`src/fso_pkg.sv`:
```
package fso_pkg;
  // ----------------------------------------------------------------
  // Clock and timing
  // ----------------------------------------------------------------
  localparam int unsigned CLK_HZ = 100_000_000; // System clock rate
  localparam int unsigned SRC_FAST_HZ = 24_000_000; // Fast PWM source
  localparam int unsigned SRC_SLOW_HZ = 180_000; // Slow PWM source
  localparam int unsigned STOP_UNIT_PWM_MS = 100; // Stop time unit, PWM
  localparam int unsigned STOP_UNIT_DC_MS = 400; // Stop time unit, DC
  localparam int unsigned STEP_INTERVAL_MS = 100; // Auto step interval
  localparam int unsigned STOP_UNIT_PWM_CYCLES =
    32'(64'(STOP_UNIT_PWM_MS) * 64'(CLK_HZ) / 64'd1000);
  localparam int unsigned STOP_UNIT_DC_CYCLES =
    32'(64'(STOP_UNIT_DC_MS) * 64'(CLK_HZ) / 64'd1000);
  localparam int unsigned STEP_INTERVAL_CYCLES =
    32'(64'(STEP_INTERVAL_MS) * 64'(CLK_HZ) / 64'd1000);
  localparam logic [27:0] ACC_MOD = 28'(CLK_HZ); // Phase accumulator wrap
  localparam logic [27:0] ACC_FAST = 28'(SRC_FAST_HZ);
  localparam logic [27:0] ACC_SLOW = 28'(SRC_SLOW_HZ);

  // ----------------------------------------------------------------
  // Register indices (byte address is four times the index)
  // ----------------------------------------------------------------
  localparam logic [9:0] IDX_CLK_CFG = 10'h060;
  localparam logic [9:0] IDX_OUT_VAL = 10'h061;
  localparam logic [9:0] IDX_MODE_CFG = 10'h062;
  localparam logic [9:0] IDX_TARGET = 10'h063;
  localparam logic [9:0] IDX_STOP_VAL = 10'h064;
  localparam logic [9:0] IDX_STARTUP = 10'h065;
  localparam logic [9:0] IDX_STOP_TIME = 10'h066;
  localparam logic [9:0] IDX_A_MAX = 10'h067;
  localparam logic [9:0] IDX_A_STEP = 10'h068;
  localparam logic [9:0] IDX_B_MAX = 10'h069;
  localparam logic [9:0] IDX_B_STEP = 10'h06a;
  localparam logic [9:0] IDX_DRIVE_STAT = 10'h06b; // Live drive value
  localparam int unsigned NUM_REGS = 11;

  // ----------------------------------------------------------------
  // Reset values, from the last index down to the clock config
  // ----------------------------------------------------------------
  localparam logic [NUM_REGS*8-1:0] REG_RESET = {
    8'h01, 8'hff, 8'h01, 8'hff, 8'h3c, 8'h00,
    8'h01, 8'h00, 8'h40, 8'hff, 8'h04};

  // ----------------------------------------------------------------
  // Field positions and encodings
  // ----------------------------------------------------------------
  localparam int unsigned CLK_SRC_BIT = 7;
  localparam int unsigned OUT_DC_BIT = 6;
  localparam int unsigned MODE_HI = 5;
  localparam int unsigned MODE_LO = 4;
  localparam int unsigned TOL_HI = 3;
  localparam logic [1:0] MODE_MANUAL = 2'b00;
  localparam logic [1:0] MODE_THERMAL = 2'b01;
  localparam logic [1:0] MODE_SPEED = 2'b10;
  localparam logic [1:0] MODE_STEPPED = 2'b11;
  localparam logic [1:0] RESP_OKAY = 2'b00;
  localparam logic [1:0] RESP_SLVERR = 2'b10;

  // Automatic drive sequencing
  typedef enum logic [2:0] {
    FSO_RUN = 3'b001,
    FSO_HOLD = 3'b010,
    FSO_OFF = 3'b100
  } fso_auto_e;
endpackage

```
`src/fso_fan_out.sv`:
```
`timescale 1ns/1ps
// Notes on behaviour
// - Clock config top bit picks PWM source
// - Seven-bit prescale divides chosen source clock
// - PWM period is 256 prescaled ticks
// - Clock config matters only in PWM
// - Duty is value over 256, FFh full
// - DC mode uses bits 7-2, 64 steps
// - Mode config bit 6 selects PWM/DC
// - Mode config bits 5-4 pick control mode
// - Low nibble is temperature or speed tolerance
// - Target is temperature or eight-bit speed
// - Cold: lower drive down to stop value
// - Thermal start jumps from zero to start-up
// - Stop time sets stop-to-zero delay
// - Stepped mode caps drive at maximum
// - Stepped mode moves by step register
module fso_fan_out #(
  parameter int unsigned ADDR_W = 12,
  parameter int unsigned STEP_CYCLES = fso_pkg::STEP_INTERVAL_CYCLES,
  parameter int unsigned STOP_PWM_CYCLES = fso_pkg::STOP_UNIT_PWM_CYCLES,
  parameter int unsigned STOP_DC_CYCLES = fso_pkg::STOP_UNIT_DC_CYCLES
) (
  // Clock and reset
  input wire logic aclk,
  input wire logic aresetn,
  // AXI4-Lite write address and data
  input wire logic [ADDR_W-1:0] s_axi_awaddr,
  input wire logic s_axi_awvalid,
  output logic s_axi_awready,
  input wire logic [31:0] s_axi_wdata,
  input wire logic [3:0] s_axi_wstrb,
  input wire logic s_axi_wvalid,
  output logic s_axi_wready,
  // AXI4-Lite write response
  output logic [1:0] s_axi_bresp,
  output logic s_axi_bvalid,
  input wire logic s_axi_bready,
  // AXI4-Lite read
  input wire logic [ADDR_W-1:0] s_axi_araddr,
  input wire logic s_axi_arvalid,
  output logic s_axi_arready,
  output logic [31:0] s_axi_rdata,
  output logic [1:0] s_axi_rresp,
  output logic s_axi_rvalid,
  input wire logic s_axi_rready,
  // Monitor inputs
  input wire logic [6:0] cur_temp,
  input wire logic [7:0] fan_tach_b,
  // Fan drive outputs
  output logic fan_drive_b_pwm,
  output logic [5:0] fan_drive_b_dc,
  output logic fan_drive_b_is_dc,
  output logic [7:0] fan_drive_a_max,
  output logic [7:0] fan_drive_a_step
);

  // ----------------------------------------------------------------
  // State
  // ----------------------------------------------------------------
  typedef struct packed {
    logic [fso_pkg::NUM_REGS*8-1:0] regs; // Register file
    logic [7:0] drive; // Live drive value
    fso_pkg::fso_auto_e phase; // Automatic sequencing phase
    logic [27:0] acc; // Source clock phase accumulator
    logic [6:0] pre; // Prescale counter
    logic [7:0] pwm_cnt; // Position in PWM period
    logic pwm_out; // Registered PWM pin
    logic [5:0] dc_out; // Registered DC level
    logic [31:0] step_tmr; // Step interval timer
    logic [31:0] unit_tmr; // Stop time unit timer
    logic [7:0] units; // Elapsed stop time units
    logic aw_got; // Write address held
    logic [9:0] aw_idx; // Held write index
    logic w_got; // Write data held
    logic [7:0] w_byte; // Held write low byte
    logic w_lane0; // Low byte lane enabled
    logic bvalid; // Write response pending
    logic [1:0] bresp; // Write response code
    logic rvalid; // Read data pending
    logic [31:0] rdata; // Read data
    logic [1:0] rresp; // Read response code
  } fso_state_s;

  fso_state_s st_reg; // Registered state
  fso_state_s st_next; // Next state

  // Register fields, decoded from the file
  logic [7:0] clk_cfg; // Source select and prescale
  logic [7:0] out_val; // Software output value
  logic [7:0] mode_cfg; // Output type, mode, tolerance
  logic [7:0] target; // Target temperature or speed
  logic [7:0] stop_val; // Lowest running drive
  logic [7:0] startup; // Thermal start-up drive
  logic [7:0] stop_time; // Units from stop value to zero
  logic [7:0] b_max; // Stepped mode ceiling
  logic [7:0] b_step; // Stepped mode increment

  assign clk_cfg = st_reg.regs[7:0];
  assign out_val = st_reg.regs[15:8];
  assign mode_cfg = st_reg.regs[23:16];
  assign target = st_reg.regs[31:24];
  assign stop_val = st_reg.regs[39:32];
  assign startup = st_reg.regs[47:40];
  assign stop_time = st_reg.regs[55:48];
  assign b_max = st_reg.regs[79:72];
  assign b_step = st_reg.regs[87:80];

  // ----------------------------------------------------------------
  // Read decode
  // ----------------------------------------------------------------
  // Unmapped index answers zero data and a slave error
  function automatic logic [32:0] read_word(input logic [9:0] idx,
                                            input fso_state_s s);
    logic [32:0] res;
    res = {1'b1, 32'h0000_0000};
    if (idx >= fso_pkg::IDX_CLK_CFG && idx <= fso_pkg::IDX_B_STEP) begin
      res = {1'b0, 24'h00_0000, s.regs[8*(idx - fso_pkg::IDX_CLK_CFG) +: 8]};
    end else if (idx == fso_pkg::IDX_DRIVE_STAT) begin
      res = {1'b0, 24'h00_0000, s.drive};
    end
    return res;
  endfunction

  // ----------------------------------------------------------------
  // Next state
  // ----------------------------------------------------------------
  always_comb begin
    logic [1:0] mode;
    logic dc_mode;
    logic [8:0] tol;
    logic [8:0] hi_lim;
    logic [8:0] lo_lim;
    logic [8:0] meas;
    logic [8:0] sum9;
    logic [8:0] dif9;
    logic [7:0] stepv;
    logic [7:0] cap;
    logic [7:0] div;
    logic [28:0] acc_sum;
    logic src_tick;
    logic step_tick;
    logic [32:0] rd;
    logic aw_hs;
    logic w_hs;
    mode = mode_cfg[fso_pkg::MODE_HI:fso_pkg::MODE_LO];
    dc_mode = mode_cfg[fso_pkg::OUT_DC_BIT];
    tol = {5'b0_0000, mode_cfg[fso_pkg::TOL_HI:0]};
    meas = 9'h000;
    sum9 = 9'h000;
    dif9 = 9'h000;
    stepv = 8'h01;
    cap = 8'hff;
    rd = 33'h0_0000_0000;
    st_next = st_reg;

    // ---- Write channel: address and data taken in either order ----
    aw_hs = s_axi_awvalid && !st_reg.aw_got && !st_reg.bvalid;
    w_hs = s_axi_wvalid && !st_reg.w_got && !st_reg.bvalid;
    if (aw_hs) begin
      st_next.aw_got = 1'b1;
      st_next.aw_idx = s_axi_awaddr[11:2];
    end
    if (w_hs) begin
      st_next.w_got = 1'b1;
      st_next.w_byte = s_axi_wdata[7:0];
      st_next.w_lane0 = s_axi_wstrb[0];
    end
    if (st_reg.bvalid && s_axi_bready) begin
      st_next.bvalid = 1'b0;
    end
    // Commit once both halves are held
    if (st_reg.aw_got && st_reg.w_got) begin
      st_next.aw_got = 1'b0;
      st_next.w_got = 1'b0;
      st_next.bvalid = 1'b1;
      st_next.bresp = fso_pkg::RESP_SLVERR;
      if (st_reg.aw_idx >= fso_pkg::IDX_CLK_CFG && st_reg.aw_idx <= fso_pkg::IDX_B_STEP) begin
        st_next.bresp = fso_pkg::RESP_OKAY;
        if (st_reg.w_lane0) begin
          st_next.regs[8*(st_reg.aw_idx - fso_pkg::IDX_CLK_CFG) +: 8] = st_reg.w_byte;
        end
      end else if (st_reg.aw_idx == fso_pkg::IDX_DRIVE_STAT) begin
        // Status is read-only; write ignored but accepted
        st_next.bresp = fso_pkg::RESP_OKAY;
      end
    end

    // ---- Read channel: one cycle from address to data ----
    if (st_reg.rvalid && s_axi_rready) begin
      st_next.rvalid = 1'b0;
    end
    if (s_axi_arvalid && !st_reg.rvalid) begin
      rd = read_word(s_axi_araddr[11:2], st_reg);
      st_next.rvalid = 1'b1;
      st_next.rdata = rd[31:0];
      st_next.rresp = rd[32] ? fso_pkg::RESP_SLVERR : fso_pkg::RESP_OKAY;
    end

    // ---- PWM timebase ----
    // fast or slow source from phase accumulator
    acc_sum = {1'b0, st_reg.acc} +
      {1'b0, (clk_cfg[fso_pkg::CLK_SRC_BIT] ? fso_pkg::ACC_SLOW : fso_pkg::ACC_FAST)};
    src_tick = acc_sum >= {1'b0, fso_pkg::ACC_MOD};
    st_next.acc = src_tick ? 28'(acc_sum - {1'b0, fso_pkg::ACC_MOD}) : acc_sum[27:0];
    // prescale divider; a zero code acts as one
    div = (clk_cfg[6:0] == 7'h00) ? 8'h01 : {1'b0, clk_cfg[6:0]};
    if (src_tick) begin
      if ({1'b0, st_reg.pre} + 8'h01 >= div) begin
        st_next.pre = 7'h00;
        st_next.pwm_cnt = st_reg.pwm_cnt + 8'h01;
      end else begin
        st_next.pre = st_reg.pre + 7'h01;
      end
    end

    // ---- Pin drive ----
    // timebase ignored in DC mode
    if (dc_mode) begin
      st_next.pwm_out = 1'b0;
      st_next.dc_out = st_reg.drive[7:2];
    end else begin
      // high for value/256, FFh held high
      st_next.pwm_out = (st_reg.drive == 8'hff) || (st_reg.pwm_cnt < st_reg.drive);
      st_next.dc_out = 6'h00;
    end

    // ---- Step interval ----
    // one adjustment per interval
    step_tick = st_reg.step_tmr >= STEP_CYCLES - 1;
    st_next.step_tmr = step_tick ? 32'h0000_0000 : st_reg.step_tmr + 32'h0000_0001;

    // ---- Automatic control ----
    // target width depends on mode
    if (mode == fso_pkg::MODE_SPEED) begin
      meas = {1'b0, fan_tach_b};
      hi_lim = {1'b0, target} + tol;
      lo_lim = ({1'b0, target} > tol) ? {1'b0, target} - tol : 9'h000;
    end else begin
      meas = {2'b00, cur_temp};
      hi_lim = {2'b00, target[6:0]} + tol;
      lo_lim = ({2'b00, target[6:0]} > tol) ? {2'b00, target[6:0]} - tol : 9'h000;
    end
    if (mode == fso_pkg::MODE_STEPPED) begin
      stepv = b_step;
      cap = b_max;
    end

    case (mode)
      fso_pkg::MODE_MANUAL: begin
        st_next.drive = out_val;
        st_next.phase = fso_pkg::FSO_RUN;
      end
      fso_pkg::MODE_SPEED: begin
        st_next.phase = fso_pkg::FSO_RUN;
        if (step_tick && meas < lo_lim && st_reg.drive != 8'hff) begin
          st_next.drive = st_reg.drive + 8'h01;
        end else if (step_tick && meas > hi_lim && st_reg.drive != 8'h00) begin
          st_next.drive = st_reg.drive - 8'h01;
        end
      end
      fso_pkg::MODE_THERMAL, fso_pkg::MODE_STEPPED: begin
        if (step_tick && meas > hi_lim) begin
          st_next.phase = fso_pkg::FSO_RUN;
          if (st_reg.drive == 8'h00) begin
            // kick from zero to start-up value in thermal mode, to stop value in stepped mode
            st_next.drive = (mode == fso_pkg::MODE_THERMAL) ? startup : stop_val;
          end else begin
            sum9 = {1'b0, st_reg.drive} + {1'b0, stepv};
            st_next.drive = (sum9 > {1'b0, cap}) ? cap : sum9[7:0];
          end
        end else if (step_tick && meas < lo_lim && st_reg.phase == fso_pkg::FSO_RUN) begin
          // lower toward stop value, never past it
          if (st_reg.drive > stop_val) begin
            dif9 = {1'b0, st_reg.drive} - {1'b0, stepv};
            st_next.drive = (dif9[8] || dif9[7:0] < stop_val) ? stop_val : dif9[7:0];
          end else begin
            st_next.drive = stop_val;
            st_next.phase = fso_pkg::FSO_HOLD;
          end
        end
      end
      default: begin
        st_next.phase = fso_pkg::FSO_RUN;
      end
    endcase

    // stop time from stop value to zero
    if (st_next.phase == fso_pkg::FSO_HOLD && st_reg.phase == fso_pkg::FSO_HOLD) begin
      if (st_reg.unit_tmr >= (dc_mode ? STOP_DC_CYCLES : STOP_PWM_CYCLES) - 1) begin
        st_next.unit_tmr = 32'h0000_0000;
        st_next.units = st_reg.units + 8'h01;
      end else begin
        st_next.unit_tmr = st_reg.unit_tmr + 32'h0000_0001;
      end
      if (st_reg.units >= stop_time) begin
        st_next.drive = 8'h00;
        st_next.phase = fso_pkg::FSO_OFF;
      end
    end else begin
      // Timer restarts whenever hold is entered anew
      st_next.unit_tmr = 32'h0000_0000;
      st_next.units = 8'h00;
    end
  end

  // ----------------------------------------------------------------
  // State register
  // ----------------------------------------------------------------
  always_ff @(posedge aclk) begin
    if (!aresetn) begin
      st_reg <= '0;
      st_reg.regs <= fso_pkg::REG_RESET;
      st_reg.drive <= 8'hff;
      st_reg.phase <= fso_pkg::FSO_RUN;
    end else begin
      st_reg <= st_next;
    end
  end

  // ----------------------------------------------------------------
  // Outputs
  // ----------------------------------------------------------------
  // Ready terms are combinational; all data comes from flops
  assign s_axi_awready = !st_reg.aw_got && !st_reg.bvalid;
  assign s_axi_wready = !st_reg.w_got && !st_reg.bvalid;
  assign s_axi_bvalid = st_reg.bvalid;
  assign s_axi_bresp = st_reg.bresp;
  assign s_axi_arready = !st_reg.rvalid;
  assign s_axi_rvalid = st_reg.rvalid;
  assign s_axi_rdata = st_reg.rdata;
  assign s_axi_rresp = st_reg.rresp;
  assign fan_drive_b_pwm = st_reg.pwm_out;
  assign fan_drive_b_dc = st_reg.dc_out;
  assign fan_drive_b_is_dc = mode_cfg[fso_pkg::OUT_DC_BIT];
  assign fan_drive_a_max = st_reg.regs[63:56];
  assign fan_drive_a_step = st_reg.regs[71:64];

endmodule // fso_fan_out

```
`config.mk`:
```
export PLATFORM = sky130hd
export DESIGN_NAME = fso_fan_out
export DESIGN_NICKNAME = d
export VERILOG_FILES = /design/src/fso_pkg.sv /design/src/fso_fan_out.sv
export SDC_FILE = /design/constraint.sdc
export NUM_CORES = 1
export LEC_CHECK = 0
export ABC_AREA = 1
export BUFFER_PORTS_ARGS = -buffer_cell sky130_fd_sc_hd__buf_2
export CAP_MARGIN = 20
export CORE_ASPECT_RATIO = 2
export CORE_UTILIZATION = 44
export CTS_CLUSTER_DIAMETER = 40
export CTS_CLUSTER_SIZE = 24
export DETAILED_ROUTE_END_ITERATION = 8
export PLACE_DENSITY = 0.71
export SYNTH_ARGS = -nofsm -noshare
export SYNTH_HDL_FRONTEND = slang
export SYNTH_SLANG_ARGS = --single-unit
export TNS_END_PERCENT = 30
```
`constraint.sdc`:
```
create_clock -name aclk -period 5 [get_ports aclk]
set_input_delay 1 -clock aclk [delete_from_list [all_inputs] [get_ports aclk]]
set_output_delay 1 -clock aclk [all_outputs]
set_load 0.02 [all_outputs]
```
==> qor.log <==
INFO  sta            finalHoldViolCount=0
INFO  floorplan      ios=147
INFO  sta            final_max_slew_viol_count=0
INFO  place          port-buffer-count=89
INFO  synthesis      share_of_synthesized_area_occupied_by_flip_flops_and_latches=0.2865
INFO  final_layout   ant_diodes=0
INFO  place          finalWeightedCongestion=1.027
INFO  global_routing gr-total-overflow=0
INFO  worst_setup_path startpoint_type=flop
INFO  cts            clock_transition_at_the_registers_of_the_reported_paths=0.07ns
INFO  final_layout   multi_input_comb_area=10550um^2
INFO  synthesis      dominantRegCellSynth=sky130_fd_sc_hd__dfxtp_1
INFO  final_layout   layout.cells.most_common_list=463 x sky130_fd_sc_hd__nand2_1, 287 x sky130_fd_sc_hd__inv_1, 249 x sky130_fd_sc_hd__dfxtp_1
INFO  cts            post_cts_resize_count=0
INFO  worst_setup_path cp.arrival=4.92ns
INFO  power_and_ir_drop power.leakage=8.547nW
INFO  sta            fmax=224.4MHz
INFO  synthesis      synth-seq-cells=249
INFO  drt            dr_total_vias=17360
INFO  global_routing grt_max_degree=63
INFO  cts            cts.repair_timing.setup_buffer_count=0
INFO  final_layout   final_nets=2798
INFO  drt            detail_route.wl_per_cell=18.02um
INFO  floorplan      design.core.area=38800um^2
INFO  status         run_status=finished, final reports clean
INFO  cts            htree_levels=1
INFO  final_layout   largest_reg_flops=174
INFO  drt            detail-route-antenna-nets=0
INFO  worst_setup_path critical_path.n_buffers_inverters=5
INFO  power_and_ir_drop worst_ir_drop_vdd=0.0003593V
INFO  cts            cts_tree=built
INFO  sta            worst_slew_margin_rel=0.3985
INFO  place          place.detailed.hpwl=43620um
INFO  sta            timing_worst_slew_pin_value=0.8953ns
INFO  final_layout   layout-drive-gt1-share=0.09705
INFO  worst_setup_path critPathSlowestCell=sky130_fd_sc_hd__fa_1
INFO  worst_setup_path path_class=reg2reg
INFO  cts            cts_hold_buffers=0
INFO  global_routing antenna_found_initial=1
INFO  synthesis      yosysWarnings=0
INFO  sta            total_negative_setup_slacks=0ns
INFO  floorplan      dieArea=40390um^2
INFO  sta            timing.final.crit_period=4.457ns
INFO  synthesis      asyncSetResetFlopFracSynth=0
INFO  worst_setup_path maximum_net_fanout_on_the_critical_path=9
INFO  power_and_ir_drop power-per-cell-area=333.6nW/um^2
INFO  global_routing globalRouteTotalUtil=0.2803
INFO  floorplan      rows=102
INFO  worst_setup_path timing.critical_path.to_type=flop
INFO  cts            tritoncts.num_buffers=29
INFO  global_routing first_global_vias=16830
INFO  worst_setup_path cp_top_family=simple AND/OR/NAND/NOR gates
INFO  min_path       worstHoldPathType=reg2reg
INFO  global_routing grt_pass1_wl=87660um
INFO  sta            grt_setup_unrepaired=false
INFO  synthesis      number_of_synthesized_flops_with_an_enable_pin=0
INFO  cts            cts_max_path_buffers=3
INFO  floorplan      initial_utilization=0.4485
INFO  cts            cts.sink_count=249
INFO  sta            worst_hold_check_slack=0.4619ns
INFO  drt            vias_per_cell=5.551
INFO  drt            route.final.wire_length=56350um
INFO  worst_setup_path critPathRequiredTime=5.46ns
INFO  sta            ratio_of_final_minimum_period_to_clock_period=0.8914
INFO  drt            drt_drc_violations_left=0
INFO  drt            detail_route.first_pass.iterations=6
INFO  cts            insertion_delay=0.61ns
INFO  sta            fin_skew=0.02522ns
INFO  floorplan      die_h=283.2um
INFO  final_layout   area_growth_syn_to_layout=9.636%
INFO  synthesis      post_synth_inst_count=2544
INFO  worst_setup_path worst_path_most_repeated_cell=sky130_fd_sc_hd__nand2_1
INFO  synthesis      synth_cell_types=66
INFO  worst_setup_path crit_path_max_incr_delay=0.40ns
INFO  cts            clock_tree.root_cell=sky130_fd_sc_hd__clkbuf_16
INFO  floorplan      dieWidth=142.6um
INFO  final_layout   post-route-util=0.4917
INFO  sta            setup_violations=0
INFO  synthesis      post_synth_instance_area=17400um^2
INFO  worst_setup_path reg2reg_slack=0.54ns
INFO  final_layout   nFillCells=4045
INFO  job            max-cap-violations=0
INFO  drt            drt-initial-drc-count=983
INFO  synthesis      synthesis.area_per_instance=6.839um^2
INFO  final_layout   regArea=4985um^2
INFO  final_layout   final_common_cell=sky130_fd_sc_hd__nand2_1
cell families after synthesis:
family,after synthesis,synth area share
AOI/OAI and AO/OA,481,0.1542
xor gates and xnor gates,88,0.04689
adders and majority gates,132,0.09665
buffers and inverters,457,0.1156
DFF,249,0.2865
other,1,0.0002155
and+or+nand+nor,1136,0.3000
worst reg2reg max path: cells and delay by family, from the launching register on:
kind	cells	cell delay [ns]
simple gates	14	1.75
fa+ha+maj	3	0.84
compound gates	4	0.72
buf+inv	5	0.48
flops	1	0.34
xor+xnor	1	0.22
through the flow:
step	power (W)	std cells	setup WS (ns)	instance area, um^2
2_1_floorplan	0.003620	2582	1.040	17540
3_3_place_gp	0.004002	3072	0.6161	17980
3_5_place_dp	0.004037	3072	0.5597	17980
4_1_cts	0.006378	3126	0.5411	19050
5_1_grt	0.006706	3127	0.2160	19080
6_report	0.006363	3127	0.5432	19080
power breakdown:
| group | switching (W) | internal, W |
|---|---|---|
| Combinational | 0.00130 | 0.000527 |
| Clock | 0.00109 | 0.00124 |
| Sequential | 0.000105 | 0.00209 |
cell usage after synthesis, types with 13 or more instances:
cell,n,share of area
sky130_fd_sc_hd__a21oi_1,219,0.063
sky130_fd_sc_hd__buf_4,65,0.028
sky130_fd_sc_hd__clkbuf_1,52,0.011
sky130_fd_sc_hd__a31oi_1,14,0.0050
sky130_fd_sc_hd__o2111ai_1,16,0.0081
sky130_fd_sc_hd__o21ai_1,22,0.0063
sky130_fd_sc_hd__nor3_1,70,0.020
sky130_fd_sc_hd__nand2_1,463,0.10
sky130_fd_sc_hd__o211ai_1,13,0.0056
sky130_fd_sc_hd__dfxtp_1,249,0.29
sky130_fd_sc_hd__nand3_1,196,0.056
sky130_fd_sc_hd__xnor2_1,21,0.011
sky130_fd_sc_hd__o21ai_0,152,0.044
sky130_fd_sc_hd__ha_1,128,0.092
sky130_fd_sc_hd__xor2_1,61,0.031
sky130_fd_sc_hd__nor2_1,243,0.052
sky130_fd_sc_hd__inv_1,287,0.062
sky130_fd_sc_hd__nand4_1,78,0.028
sky130_fd_sc_hd__inv_2,23,0.0050
per-layer routing:
layer / GRT usage / up-vias / routed length [um]
met5: 0 / - / 13
met4: 0.2374 / 2 / 5347
met3: 0.03887 / 241 / 3064
met2: 0.5127 / 641 / 28680
met1: 0.2714 / 7965 / 19240
li1: - / 8510 / -
area by class of cell:
cell class	instances	area share
clock buffer	31	0.03949
clock inverter	23	0.01666
inverter	317	0.06238
multi-input combinational	1876	0.5529
sequential	249	0.2613
tap	520	0.03411
timing repair buffer	111	0.03319
worst paths after layout:
path	start	to	cells past startpoint
worst max-delay path	mode_cfg[5]$_SDFFE_PN0P_	st_reg[186]$_SDFF_PN1_	27
worst min register to register	st_reg[38]$_SDFFE_PN0P_	st_reg[38]$_SDFFE_PN0P_	2
worst min-delay path	st_reg[38]$_SDFFE_PN0P_	st_reg[38]$_SDFFE_PN0P_	2
worst max register to register	mode_cfg[5]$_SDFFE_PN0P_	st_reg[186]$_SDFF_PN1_	27
Note: power is estimated with default switching activity, not from simulation.
